--- config.mk ---
export PLATFORM = sky130hd
export DESIGN_NAME = dma_channel_config
export DESIGN_NICKNAME = d
export VERILOG_FILES = /design/src/hw/dma_cfg_bank.v /design/src/hw/dma_byte_mover.v /design/src/hw/dma_channel_config.v
export VERILOG_INCLUDE_DIRS = /design/src /design/src/common
export SDC_FILE = /design/constraint.sdc
export NUM_CORES = 1
export LEC_CHECK = 0
export BUFFER_PORTS_ARGS = -buffer_cell sky130_fd_sc_hd__buf_2
export CORE_ASPECT_RATIO = 1.4
export CORE_MARGIN = 5
export CORE_UTILIZATION = 50
export DETAILED_ROUTE_END_ITERATION = 6
export GPL_ROUTABILITY_DRIVEN = 0
export GPL_TIMING_DRIVEN = 0
export PLACE_DENSITY = 0.72
export SETUP_SLACK_MARGIN = 0.5
export SYNTH_ARGS = -nofsm -noshare
export SYNTH_HDL_FRONTEND = slang
export SYNTH_HIERARCHICAL = 1
export SYNTH_SLANG_ARGS = --single-unit
--- constraint.sdc ---
create_clock -name i_clock -period 38.3 [get_ports i_clock]
set_input_delay 3.83 -clock i_clock [delete_from_list [all_inputs] [get_ports i_clock]]
set_output_delay 3.83 -clock i_clock [all_outputs]
set_load 0.05 [all_outputs]
--- src/common/dma_channel_config_defs.vh ---
// constants for the dma channel configuration block
`ifndef DMA_CHANNEL_CONFIG_DEFS_VH
`define DMA_CHANNEL_CONFIG_DEFS_VH
// ====================================================================
// sfr addresses
`define SEL_REG_ADDR     8'h94
`define CFG_REG_ADDR     8'hd8
`define BUSY_REG_ADDR    8'h93
// ====================================================================
// reset values
`define SEL_RESET        3'h0
`define CFG_RESET        8'h00
`define BUSY_RESET       7'h00
// ====================================================================
// config fields
`define CFG_FULL_EN_BIT  7
`define CFG_MID_EN_BIT   6
`define CFG_STALL_BIT    5
`define CFG_ENDIAN_BIT   4
`define CFG_RSVD_BIT     3
`define CFG_FUNC_HI      2
`define CFG_FUNC_LO      0
`define CFG_WR_MASK      8'hf7
// ====================================================================
// channel select field
`define SEL_HI           2
`define SEL_LO           0
`define SEL_NONE         3'h7
// ====================================================================
// transfer function codes
`define FUNC_RSVD0       3'h0
`define FUNC_RSVD1       3'h1
`define FUNC_RAM_TO_A    3'h2
`define FUNC_RAM_TO_B    3'h3
`define FUNC_RAM_TO_ACC  3'h4
`define FUNC_ACC_TO_RAM  3'h5
`define FUNC_I2C_TO_RAM  3'h6
`define FUNC_RAM_TO_I2C  3'h7
// ====================================================================
// peripheral target codes
`define TGT_MAC_A        2'h0
`define TGT_MAC_B        2'h1
`define TGT_MAC_ACC      2'h2
`define TGT_I2C          2'h3
`endif

--- src/hw/dma_cfg_bank.v ---
// banked per-channel configuration storage and channel select
`timescale 1ns/1ps
`include "dma_channel_config_defs.vh"
module dma_cfg_bank #(
    parameter NUM_CH = 7
) (
    input  wire                  i_clock,
    input  wire                  i_reset,
    input  wire                  i_sel_wr,
    input  wire                  i_cfg_wr,
    input  wire [7:0]            i_wdata,
    output wire [2:0]            o_sel,
    output wire [7:0]            o_cfg_sel,
    output wire [NUM_CH*8-1:0]   o_cfg_all
);
    reg  [2:0] sel_r;
    reg  [7:0] cfg_r [0:NUM_CH-1];
    integer    k;
    genvar     g;

    // ====================================================================
    // select and banked storage; select 7 reaches no bank
    always @(posedge i_clock) begin
        if (i_reset) begin
            sel_r <= `SEL_RESET;
            for (k = 0; k < NUM_CH; k = k + 1) begin
                cfg_r[k] <= `CFG_RESET;
            end
        end else begin
            if (i_sel_wr) begin
                sel_r <= i_wdata[`SEL_HI:`SEL_LO];
            end
            if (i_cfg_wr && sel_r != `SEL_NONE) begin
                // reserved bit never stores
                cfg_r[sel_r] <= i_wdata & `CFG_WR_MASK;
            end
        end
    end

    assign o_sel     = sel_r;
    // select 7 reads as reset value
    assign o_cfg_sel = (sel_r == `SEL_NONE) ? `CFG_RESET : cfg_r[sel_r];

    generate
        for (g = 0; g < NUM_CH; g = g + 1) begin : flat
            assign o_cfg_all[g*8 +: 8] = cfg_r[g];
        end
    endgenerate
endmodule

--- src/hw/dma_byte_mover.v ---
// moves one byte between data ram and a peripheral
`timescale 1ns/1ps
`include "dma_channel_config_defs.vh"
module dma_byte_mover #(
    parameter AW = 12
) (
    input  wire          i_clock,
    input  wire          i_reset,
    input  wire          i_start,
    input  wire          i_to_ram,
    input  wire [1:0]    i_target,
    input  wire [2:0]    i_lane,
    input  wire [AW-1:0] i_addr,
    input  wire [7:0]    i_ram_rdata,
    input  wire          i_ram_ack,
    input  wire [7:0]    i_per_rdata,
    input  wire          i_per_ack,
    output reg           o_ram_rd,
    output reg           o_ram_wr,
    output reg  [AW-1:0] o_ram_addr,
    output reg  [7:0]    o_ram_wdata,
    output reg           o_per_rd,
    output reg           o_per_wr,
    output reg  [1:0]    o_per_target,
    output reg  [2:0]    o_per_lane,
    output reg  [7:0]    o_per_wdata,
    output reg           o_done
);
    localparam S_IDLE = 3'b001;
    localparam S_READ = 3'b010;
    localparam S_WRITE = 3'b100;
    reg  [2:0] state_r;
    reg        to_ram_r;

    // ====================================================================
    // read the source then write the destination; requests hold until ack
    always @(posedge i_clock) begin
        if (i_reset) begin
            state_r <= S_IDLE;
            to_ram_r <= 1'b0;
            o_ram_rd <= 1'b0;
            o_ram_wr <= 1'b0;
            o_ram_addr <= {AW{1'b0}};
            o_ram_wdata <= 8'h00;
            o_per_rd <= 1'b0;
            o_per_wr <= 1'b0;
            o_per_target <= `TGT_MAC_A;
            o_per_lane <= 3'h0;
            o_per_wdata <= 8'h00;
            o_done <= 1'b0;
        end else begin
            o_done <= 1'b0;
            case (state_r)
                S_IDLE: begin
                    if (i_start) begin
                        to_ram_r <= i_to_ram;
                        o_ram_addr <= i_addr;
                        o_per_target <= i_target;
                        o_per_lane <= i_lane;
                        o_per_rd <= i_to_ram;
                        o_ram_rd <= ~i_to_ram;
                        state_r <= S_READ;
                    end
                end
                S_READ: begin
                    if (to_ram_r && i_per_ack) begin
                        o_per_rd <= 1'b0;
                        o_ram_wdata <= i_per_rdata;
                        o_ram_wr <= 1'b1;
                        state_r <= S_WRITE;
                    end else if (!to_ram_r && i_ram_ack) begin
                        o_ram_rd <= 1'b0;
                        o_per_wdata <= i_ram_rdata;
                        o_per_wr <= 1'b1;
                        state_r <= S_WRITE;
                    end
                end
                S_WRITE: begin
                    if ((o_ram_wr && i_ram_ack) || (o_per_wr && i_per_ack)) begin
                        o_ram_wr <= 1'b0;
                        o_per_wr <= 1'b0;
                        o_done <= 1'b1;
                        state_r <= S_IDLE;
                    end
                end
                default: begin
                    state_r <= S_IDLE;
                end
            endcase
        end
    end
endmodule

--- src/hw/dma_channel_config.v ---
// seven channel dma configuration, arbitration and byte routing
//
// How it works
// - config bit 7 lets the selected channel's full-length interrupt out.
// - config bit 6 lets the selected channel's mid-point interrupt out.
// - stall bit 5 holds the channel; it starts no new byte moves.
// - a stalled channel keeps its progress and resumes once stall clears.
// - bit 4 chooses little (0) or big (1) endian data ram byte order.
// - bits 2:0 choose the data path; codes 000 and 001 are reserved.
// - code 010 moves ram to mac a, 011 moves ram to mac b.
// - code 100 moves ram to accumulator, 101 accumulator to ram.
// - code 110 moves i2c slave data to ram, 111 ram to i2c.
// - config register is banked; select register names the channel reached.
// - select bits 2:0 pick channels 0 to 6; 111 is reserved.
// - busy set while a channel transfers; writing 1 starts the channel.
`timescale 1ns/1ps
`include "dma_channel_config_defs.vh"
module dma_channel_config #(
    parameter NUM_CH    = 7,
    parameter XFER_LEN  = 8,
    parameter ACC_BYTES = 4,
    parameter AW        = 12
) (
    input  wire              i_clock,
    input  wire              i_reset,
    input  wire [7:0]        i_sfr_addr,
    input  wire              i_sfr_wr,
    input  wire              i_sfr_rd,
    input  wire [7:0]        i_sfr_wdata,
    output reg  [7:0]        o_sfr_rdata,
    output wire              o_ram_rd,
    output wire              o_ram_wr,
    output wire [AW-1:0]     o_ram_addr,
    output wire [7:0]        o_ram_wdata,
    input  wire [7:0]        i_ram_rdata,
    input  wire              i_ram_ack,
    output wire              o_per_rd,
    output wire              o_per_wr,
    output wire [1:0]        o_per_target,
    output wire [2:0]        o_per_lane,
    output wire [7:0]        o_per_wdata,
    input  wire [7:0]        i_per_rdata,
    input  wire              i_per_ack,
    output reg  [NUM_CH-1:0] o_busy,
    output reg  [2:0]        o_active_ch,
    output reg  [NUM_CH-1:0] o_full_irq,
    output reg  [NUM_CH-1:0] o_mid_irq
);
    // ====================================================================
    // local types and states
    localparam PW      = 8;
    localparam S_IDLE  = 3'b001;
    localparam S_MOVE  = 3'b010;
    localparam S_RSVD  = 3'b100;
    localparam [PW-1:0] LEN_C = XFER_LEN[PW-1:0];
    localparam [PW-1:0] MID_C = LEN_C >> 1;

    reg  [2:0]          state_r;
    reg  [NUM_CH-1:0]   busy_r;
    reg  [PW-1:0]       prog_r [0:NUM_CH-1];
    reg  [2:0]          act_r;
    reg                 start_r;
    reg                 to_ram_r;
    reg  [1:0]          target_r;
    reg  [2:0]          lane_r;
    reg  [AW-1:0]       addr_r;
    integer             k;

    wire [2:0]          sel;
    wire [7:0]          cfg_sel;
    wire [NUM_CH*8-1:0] cfg_all;
    wire                mover_done;
    wire                sel_wr;
    wire                cfg_wr;
    wire                busy_wr;
    wire [NUM_CH-1:0]   stall_v;
    wire [NUM_CH-1:0]   ready_v;
    wire [2:0]          pick;
    wire [7:0]          pick_cfg;
    wire [7:0]          act_cfg;
    wire [PW-1:0]       act_next;

    // ====================================================================
    // functions

    // lowest requesting channel, or the reserved code
    function [2:0] first_ch;
        input [NUM_CH-1:0] req;
        integer i;
        begin
            first_ch = `SEL_NONE;
            for (i = NUM_CH - 1; i >= 0; i = i - 1) begin
                if (req[i]) begin
                    first_ch = i[2:0];
                end
            end
        end
    endfunction

    // bytes per word of the target register
    function [2:0] word_bytes;
        input [2:0] func;
        begin
            case (func)
                `FUNC_RAM_TO_A:   word_bytes = 3'd2;
                `FUNC_RAM_TO_B:   word_bytes = 3'd2;
                `FUNC_RAM_TO_ACC: word_bytes = ACC_BYTES[2:0];
                `FUNC_ACC_TO_RAM: word_bytes = ACC_BYTES[2:0];
                default:          word_bytes = 3'd1;
            endcase
        end
    endfunction

    // byte lane for a byte index and byte order
    function [2:0] lane_of;
        input [PW-1:0] idx;
        input [2:0]    width;
        input          big;
        reg   [PW-1:0] pos;
        begin
            pos = idx % {{(PW-3){1'b0}}, width};
            if (big) begin
                lane_of = width - 3'd1 - pos[2:0];
            end else begin
                lane_of = pos[2:0];
            end
        end
    endfunction

    // peripheral register reached by a function code
    function [1:0] target_of;
        input [2:0] func;
        begin
            case (func)
                `FUNC_RAM_TO_A:   target_of = `TGT_MAC_A;
                `FUNC_RAM_TO_B:   target_of = `TGT_MAC_B;
                `FUNC_RAM_TO_ACC: target_of = `TGT_MAC_ACC;
                `FUNC_ACC_TO_RAM: target_of = `TGT_MAC_ACC;
                default:          target_of = `TGT_I2C;
            endcase
        end
    endfunction

    // ====================================================================
    // register decode
    assign sel_wr  = i_sfr_wr && (i_sfr_addr == `SEL_REG_ADDR);
    assign cfg_wr  = i_sfr_wr && (i_sfr_addr == `CFG_REG_ADDR);
    assign busy_wr = i_sfr_wr && (i_sfr_addr == `BUSY_REG_ADDR);

    dma_cfg_bank #(
        .NUM_CH     (NUM_CH)
    ) u_bank (
        .i_clock    (i_clock),
        .i_reset    (i_reset),
        .i_sel_wr   (sel_wr),
        .i_cfg_wr   (cfg_wr),
        .i_wdata    (i_sfr_wdata),
        .o_sel      (sel),
        .o_cfg_sel  (cfg_sel),
        .o_cfg_all  (cfg_all)
    );

    // ====================================================================
    // arbitration skips stalled channels
    genvar g;
    generate
        for (g = 0; g < NUM_CH; g = g + 1) begin : stl
            assign stall_v[g] = cfg_all[g*8 + `CFG_STALL_BIT];
        end
    endgenerate
    assign ready_v  = busy_r & ~stall_v;
    assign pick     = first_ch(ready_v);
    assign pick_cfg = cfg_all[pick*8 +: 8];
    assign act_cfg  = cfg_all[act_r*8 +: 8];
    assign act_next = prog_r[act_r] + 8'd1;

    // ====================================================================
    // sfr read data; reserved bits read zero
    always @(posedge i_clock) begin
        if (i_reset) begin
            o_sfr_rdata <= 8'h00;
        end else if (i_sfr_rd) begin
            case (i_sfr_addr)
                `SEL_REG_ADDR:  o_sfr_rdata <= {5'h00, sel};
                `CFG_REG_ADDR:  o_sfr_rdata <= cfg_sel;
                `BUSY_REG_ADDR: o_sfr_rdata <= {1'b0, busy_r};
                default:        o_sfr_rdata <= 8'h00;
            endcase
        end
    end

    // ====================================================================
    // sequencer: one byte per grant, then re-arbitrate;
    // idling between bytes lets a stall land on a byte
    // boundary with progress kept.
    always @(posedge i_clock) begin
        if (i_reset) begin
            state_r <= S_IDLE;
            busy_r <= `BUSY_RESET;
            act_r <= 3'h0;
            start_r <= 1'b0;
            to_ram_r <= 1'b0;
            target_r <= `TGT_MAC_A;
            lane_r <= 3'h0;
            addr_r <= {AW{1'b0}};
            o_full_irq <= {NUM_CH{1'b0}};
            o_mid_irq <= {NUM_CH{1'b0}};
            for (k = 0; k < NUM_CH; k = k + 1) begin
                prog_r[k] <= {PW{1'b0}};
            end
        end else begin
            start_r <= 1'b0;
            o_full_irq <= {NUM_CH{1'b0}};
            o_mid_irq <= {NUM_CH{1'b0}};
            case (state_r)
                S_IDLE: begin
                    if (pick != `SEL_NONE) begin
                        act_r <= pick;
                        if (pick_cfg[`CFG_FUNC_HI:`CFG_FUNC_LO]
                                <= `FUNC_RSVD1) begin
                            state_r <= S_RSVD;
                        end else begin
                            start_r <= 1'b1;
                            to_ram_r <= (pick_cfg[2:0] == `FUNC_ACC_TO_RAM)
                                || (pick_cfg[2:0] == `FUNC_I2C_TO_RAM);
                            target_r <= target_of(pick_cfg[2:0]);
                            lane_r <= lane_of(prog_r[pick],
                                word_bytes(pick_cfg[2:0]),
                                pick_cfg[`CFG_ENDIAN_BIT]);
                            addr_r <= {{(AW-PW){1'b0}}, prog_r[pick]};
                            state_r <= S_MOVE;
                        end
                    end
                end
                S_MOVE: begin
                    if (mover_done) begin
                        if (act_next == MID_C) begin
                            o_mid_irq[act_r] <= act_cfg[`CFG_MID_EN_BIT];
                        end
                        if (act_next == LEN_C) begin
                            prog_r[act_r] <= {PW{1'b0}};
                            busy_r[act_r] <= 1'b0;
                            o_full_irq[act_r] <= act_cfg[`CFG_FULL_EN_BIT];
                        end else begin
                            prog_r[act_r] <= act_next;
                        end
                        state_r <= S_IDLE;
                    end
                end
                S_RSVD: begin
                    // reserved path: end the transfer without moving data
                    busy_r[act_r] <= 1'b0;
                    state_r <= S_IDLE;
                end
                default: begin
                    state_r <= S_IDLE;
                end
            endcase
            // a start bit wins over its clear; other clears still land
            for (k = 0; k < NUM_CH; k = k + 1) begin
                if (busy_wr && i_sfr_wdata[k]) begin
                    busy_r[k] <= 1'b1;
                end
            end
        end
    end

    // ====================================================================
    // status outputs, one cycle late
    always @(posedge i_clock) begin
        if (i_reset) begin
            o_busy <= {NUM_CH{1'b0}};
            o_active_ch <= `SEL_NONE;
        end else begin
            o_busy <= busy_r;
            o_active_ch <= (state_r == S_MOVE) ? act_r : `SEL_NONE;
        end
    end

    // ====================================================================
    // byte mover; its outputs are flops
    dma_byte_mover #(
        .AW           (AW)
    ) u_mover (
        .i_clock      (i_clock),
        .i_reset      (i_reset),
        .i_start      (start_r),
        .i_to_ram     (to_ram_r),
        .i_target     (target_r),
        .i_lane       (lane_r),
        .i_addr       (addr_r),
        .i_ram_rdata  (i_ram_rdata),
        .i_ram_ack    (i_ram_ack),
        .i_per_rdata  (i_per_rdata),
        .i_per_ack    (i_per_ack),
        .o_ram_rd     (o_ram_rd),
        .o_ram_wr     (o_ram_wr),
        .o_ram_addr   (o_ram_addr),
        .o_ram_wdata  (o_ram_wdata),
        .o_per_rd     (o_per_rd),
        .o_per_wr     (o_per_wr),
        .o_per_target (o_per_target),
        .o_per_lane   (o_per_lane),
        .o_per_wdata  (o_per_wdata),
        .o_done       (mover_done)
    );
endmodule

==> results.py <==
metrics = {
    "clock_tree": {
        "numCtsBuffers": 24,
        "holdBufCountCts": 0,
        "cts-htree-levels": 1,
        "cts.sinks": 231,
        "postCtsSetupBuffers": 0,
        "clockBufferDepth": 3,
        "cts.reportedPaths.clkPinSlew_ps": 60,
        "root_buffer": "clkbuf_16",
        "tritoncts": "done",
        "clkLatencyLatePin_ps": 520,
        "cts_resized": 0,
    },
    "floorplanning": {
        "dieArea_mm2": 0.0278,
        "io_pins": 107,
        "coreArea_mm2": 0.0241,
        "die_x_um": 142,
        "rows": 67,
        "start_util_pct": 51.0,
        "fp.dieH_um": 195,
    },
    "synthesis": {
        "syn_inst": 1211,
        "mappedNetlistArea_mm2": 0.0123,
        "avgSynthCellArea_um2": 10.1,
        "ys.warnings.count": 6,
    },
    "power_and_ir_drop": {
        "p_leak_nw": 5.35,
        "p_per_area_mw_per_mm2": 42.1,
        "report.power.total_uw": 591,
        "peakVddDrop_mv": 0.0387,
    },
    "critical_path": {
        "slowest_stage": "clkbuf_1",
        "startpoint_type": "register",
        "criticalPathCategory": "register to register",
        "cp.required_ps": 38700,
        "cp-end-kind": "register",
        "path_common_cell": "ha_1",
        "cpPeakStageDelay_ps": 460,
        "crit_fanout": 11,
        "cp.arrival_ps": 14940,
    },
    "layout": {
        "fin_nets": 1419,
        "area_delta_synth_final_pct": 14.4,
        "drive_above_1_share_pct": 17.7,
        "fin_area_mm2": 0.0140,
    },
    "sta": {
        "finalCritPeriodShare_pct": 37.9,
        "max_slew.worst_pin.slew_ps": 1180,
        "rsz0062_at_grt": "false",
        "slew_headroom_pct": 20.5,
        "setup_viol": 0,
        "fin_ws_ps": 23770,
        "maxSlewViolCount": 0,
        "hold_viol_final": 0,
        "fmax_mhz": 68.8,
        "finalSetupTns_ps": 0,
        "skew_ps": 13.3,
        "period_minus_slack_ps": 14530,
    },
    "drt": {
        "vias": 10090,
        "first_pass_iters": 6,
        "drcViolationCount": 0,
        "wire_per_inst_um": 21.3,
        "first_iter_violations": 852,
        "viasPerCell": 6.00,
        "wl_um": 35900,
        "ant_nets": 0,
    },
    "worst_hold_path": {
        "hold_path_class": "register to register",
    },
    "global_route": {
        "antenna_found_initial": 1,
        "grt_pass1_wl_um": 54300,
        "grt_max_degree": 16,
        "grt_pass1_vias": 9959,
        "gr-total-overflow": 0,
        "grt_usage_pct": 24.9,
    },
    "run": {
        "maxCapViolCount": 0,
    },
    "placed_design": {
        "hpwl_um": 27400,
        "io_buffers": 106,
        "place_ws_ps": 23940,
        "place_area_mm2": 0.0132,
    },
    "status": {
        "status": "finished clean",
    },
}
-- layer usage --
metal,global-route usage (%),part of all wire (%)
met4,15.4,7.7
met5,0,0
met2,45.5,52
met1,27.2,35
met3,2.72,5.4
-- cells in the final DEF (no fill, tap or decap), drive strengths merged, types with 10 or more instances in the layout --
| cell | count |
|---|---|
| or3 | 10 |
| o21ai | 36 |
| mux4 | 18 |
| nand3 | 46 |
| a22oi | 29 |
| o211ai | 14 |
| nor2b | 22 |
| and3 | 27 |
| buf | 129 |
| mux2i | 71 |
| edfxtp | 105 |
| nor3 | 12 |
| a211oi | 26 |
| a22o | 10 |
| clkbuf | 70 |
| ha | 25 |
| dfxtp | 126 |
| a21oi | 63 |
| nand2b | 65 |
| conb | 12 |
| nor2 | 155 |
| nand2 | 123 |
| inv | 34 |
-- through the flow --
step | std cells | hold WS [ps] | utilization, %
6_report | 1682 | 451 | 58.3
5_1_grt | 1682 | 473 | 58.3
4_1_cts | 1681 | 456 | 58.3
3_5_place_dp | 1638 | 448 | 55.0
3_3_place_gp | 1637 | 445 | 54.9
2_1_floorplan | 1221 | 430 | -
-- critical path, delay by kind of cell, from the launching register on --
| kind | cells | cell delay (ps) |
|---|---|---|
| AOI/OAI and AO/OA | 21 | 5150 |
| xor gates and xnor gates | 1 | 170 |
| adders and majority gates | 10 | 3080 |
| buffers and inverters | 4 | 840 |
| DFF | 1 | 450 |
| muxes | 5 | 1130 |
| and+or+nand+nor | 19 | 3580 |
-- sequential cells by signal (all words and copies together) (netlist names), 2 cells and up, named ones only --
signal                cells
prog_r                   64
u_bank/cfg_r             56
u_mover/o_ram_addr       12
addr_r                    8
o_sfr_rdata               8
u_mover/o_per_wdata       8
u_mover/o_ram_wdata       8
busy_r                    7
o_busy                    7
o_full_irq                7
o_mid_irq                 7
act_r                     3
lane_r                    3
o_active_ch               3
state_r                   3
u_bank/o_sel              3
u_mover/o_per_lane        3
u_mover/state_r           3
target_r                  2
u_mover/o_per_target      2
-- layout make-up --
class,instances,area [µm²]
multi-input combinational,900,6200
inverter,35,131
timing repair buffer,107,538
tap,310,388
antenna,1,2.50
clock buffer,37,711
fill,2075,10000
buffer,55,295
sequential,231,5680
clock inverter,6,93.8
-- path summary, 6_finish.rpt --
check | startpoint | to | slack (ps) | cells after the start
min | u_mover/o_ram_addr[1] | u_mover/o_ram_addr[1] | 450 | 2
max reg2reg | u_bank/cfg_r[0][4] | lane_r[2] | 23770 | 60
min reg2reg | u_mover/o_ram_addr[1] | u_mover/o_ram_addr[1] | 450 | 2
max | u_bank/cfg_r[0][4] | lane_r[2] | 23770 | 60
-- where the power goes --
part / internal [mW] / switching (mW) / total [mW]
sequential: 0.261 / 0.00266 / 0.264
clock: 0.141 / 0.0959 / 0.237
combinational: 0.0380 / 0.0523 / 0.0903
Note: power is estimated with default switching activity, not from simulation.
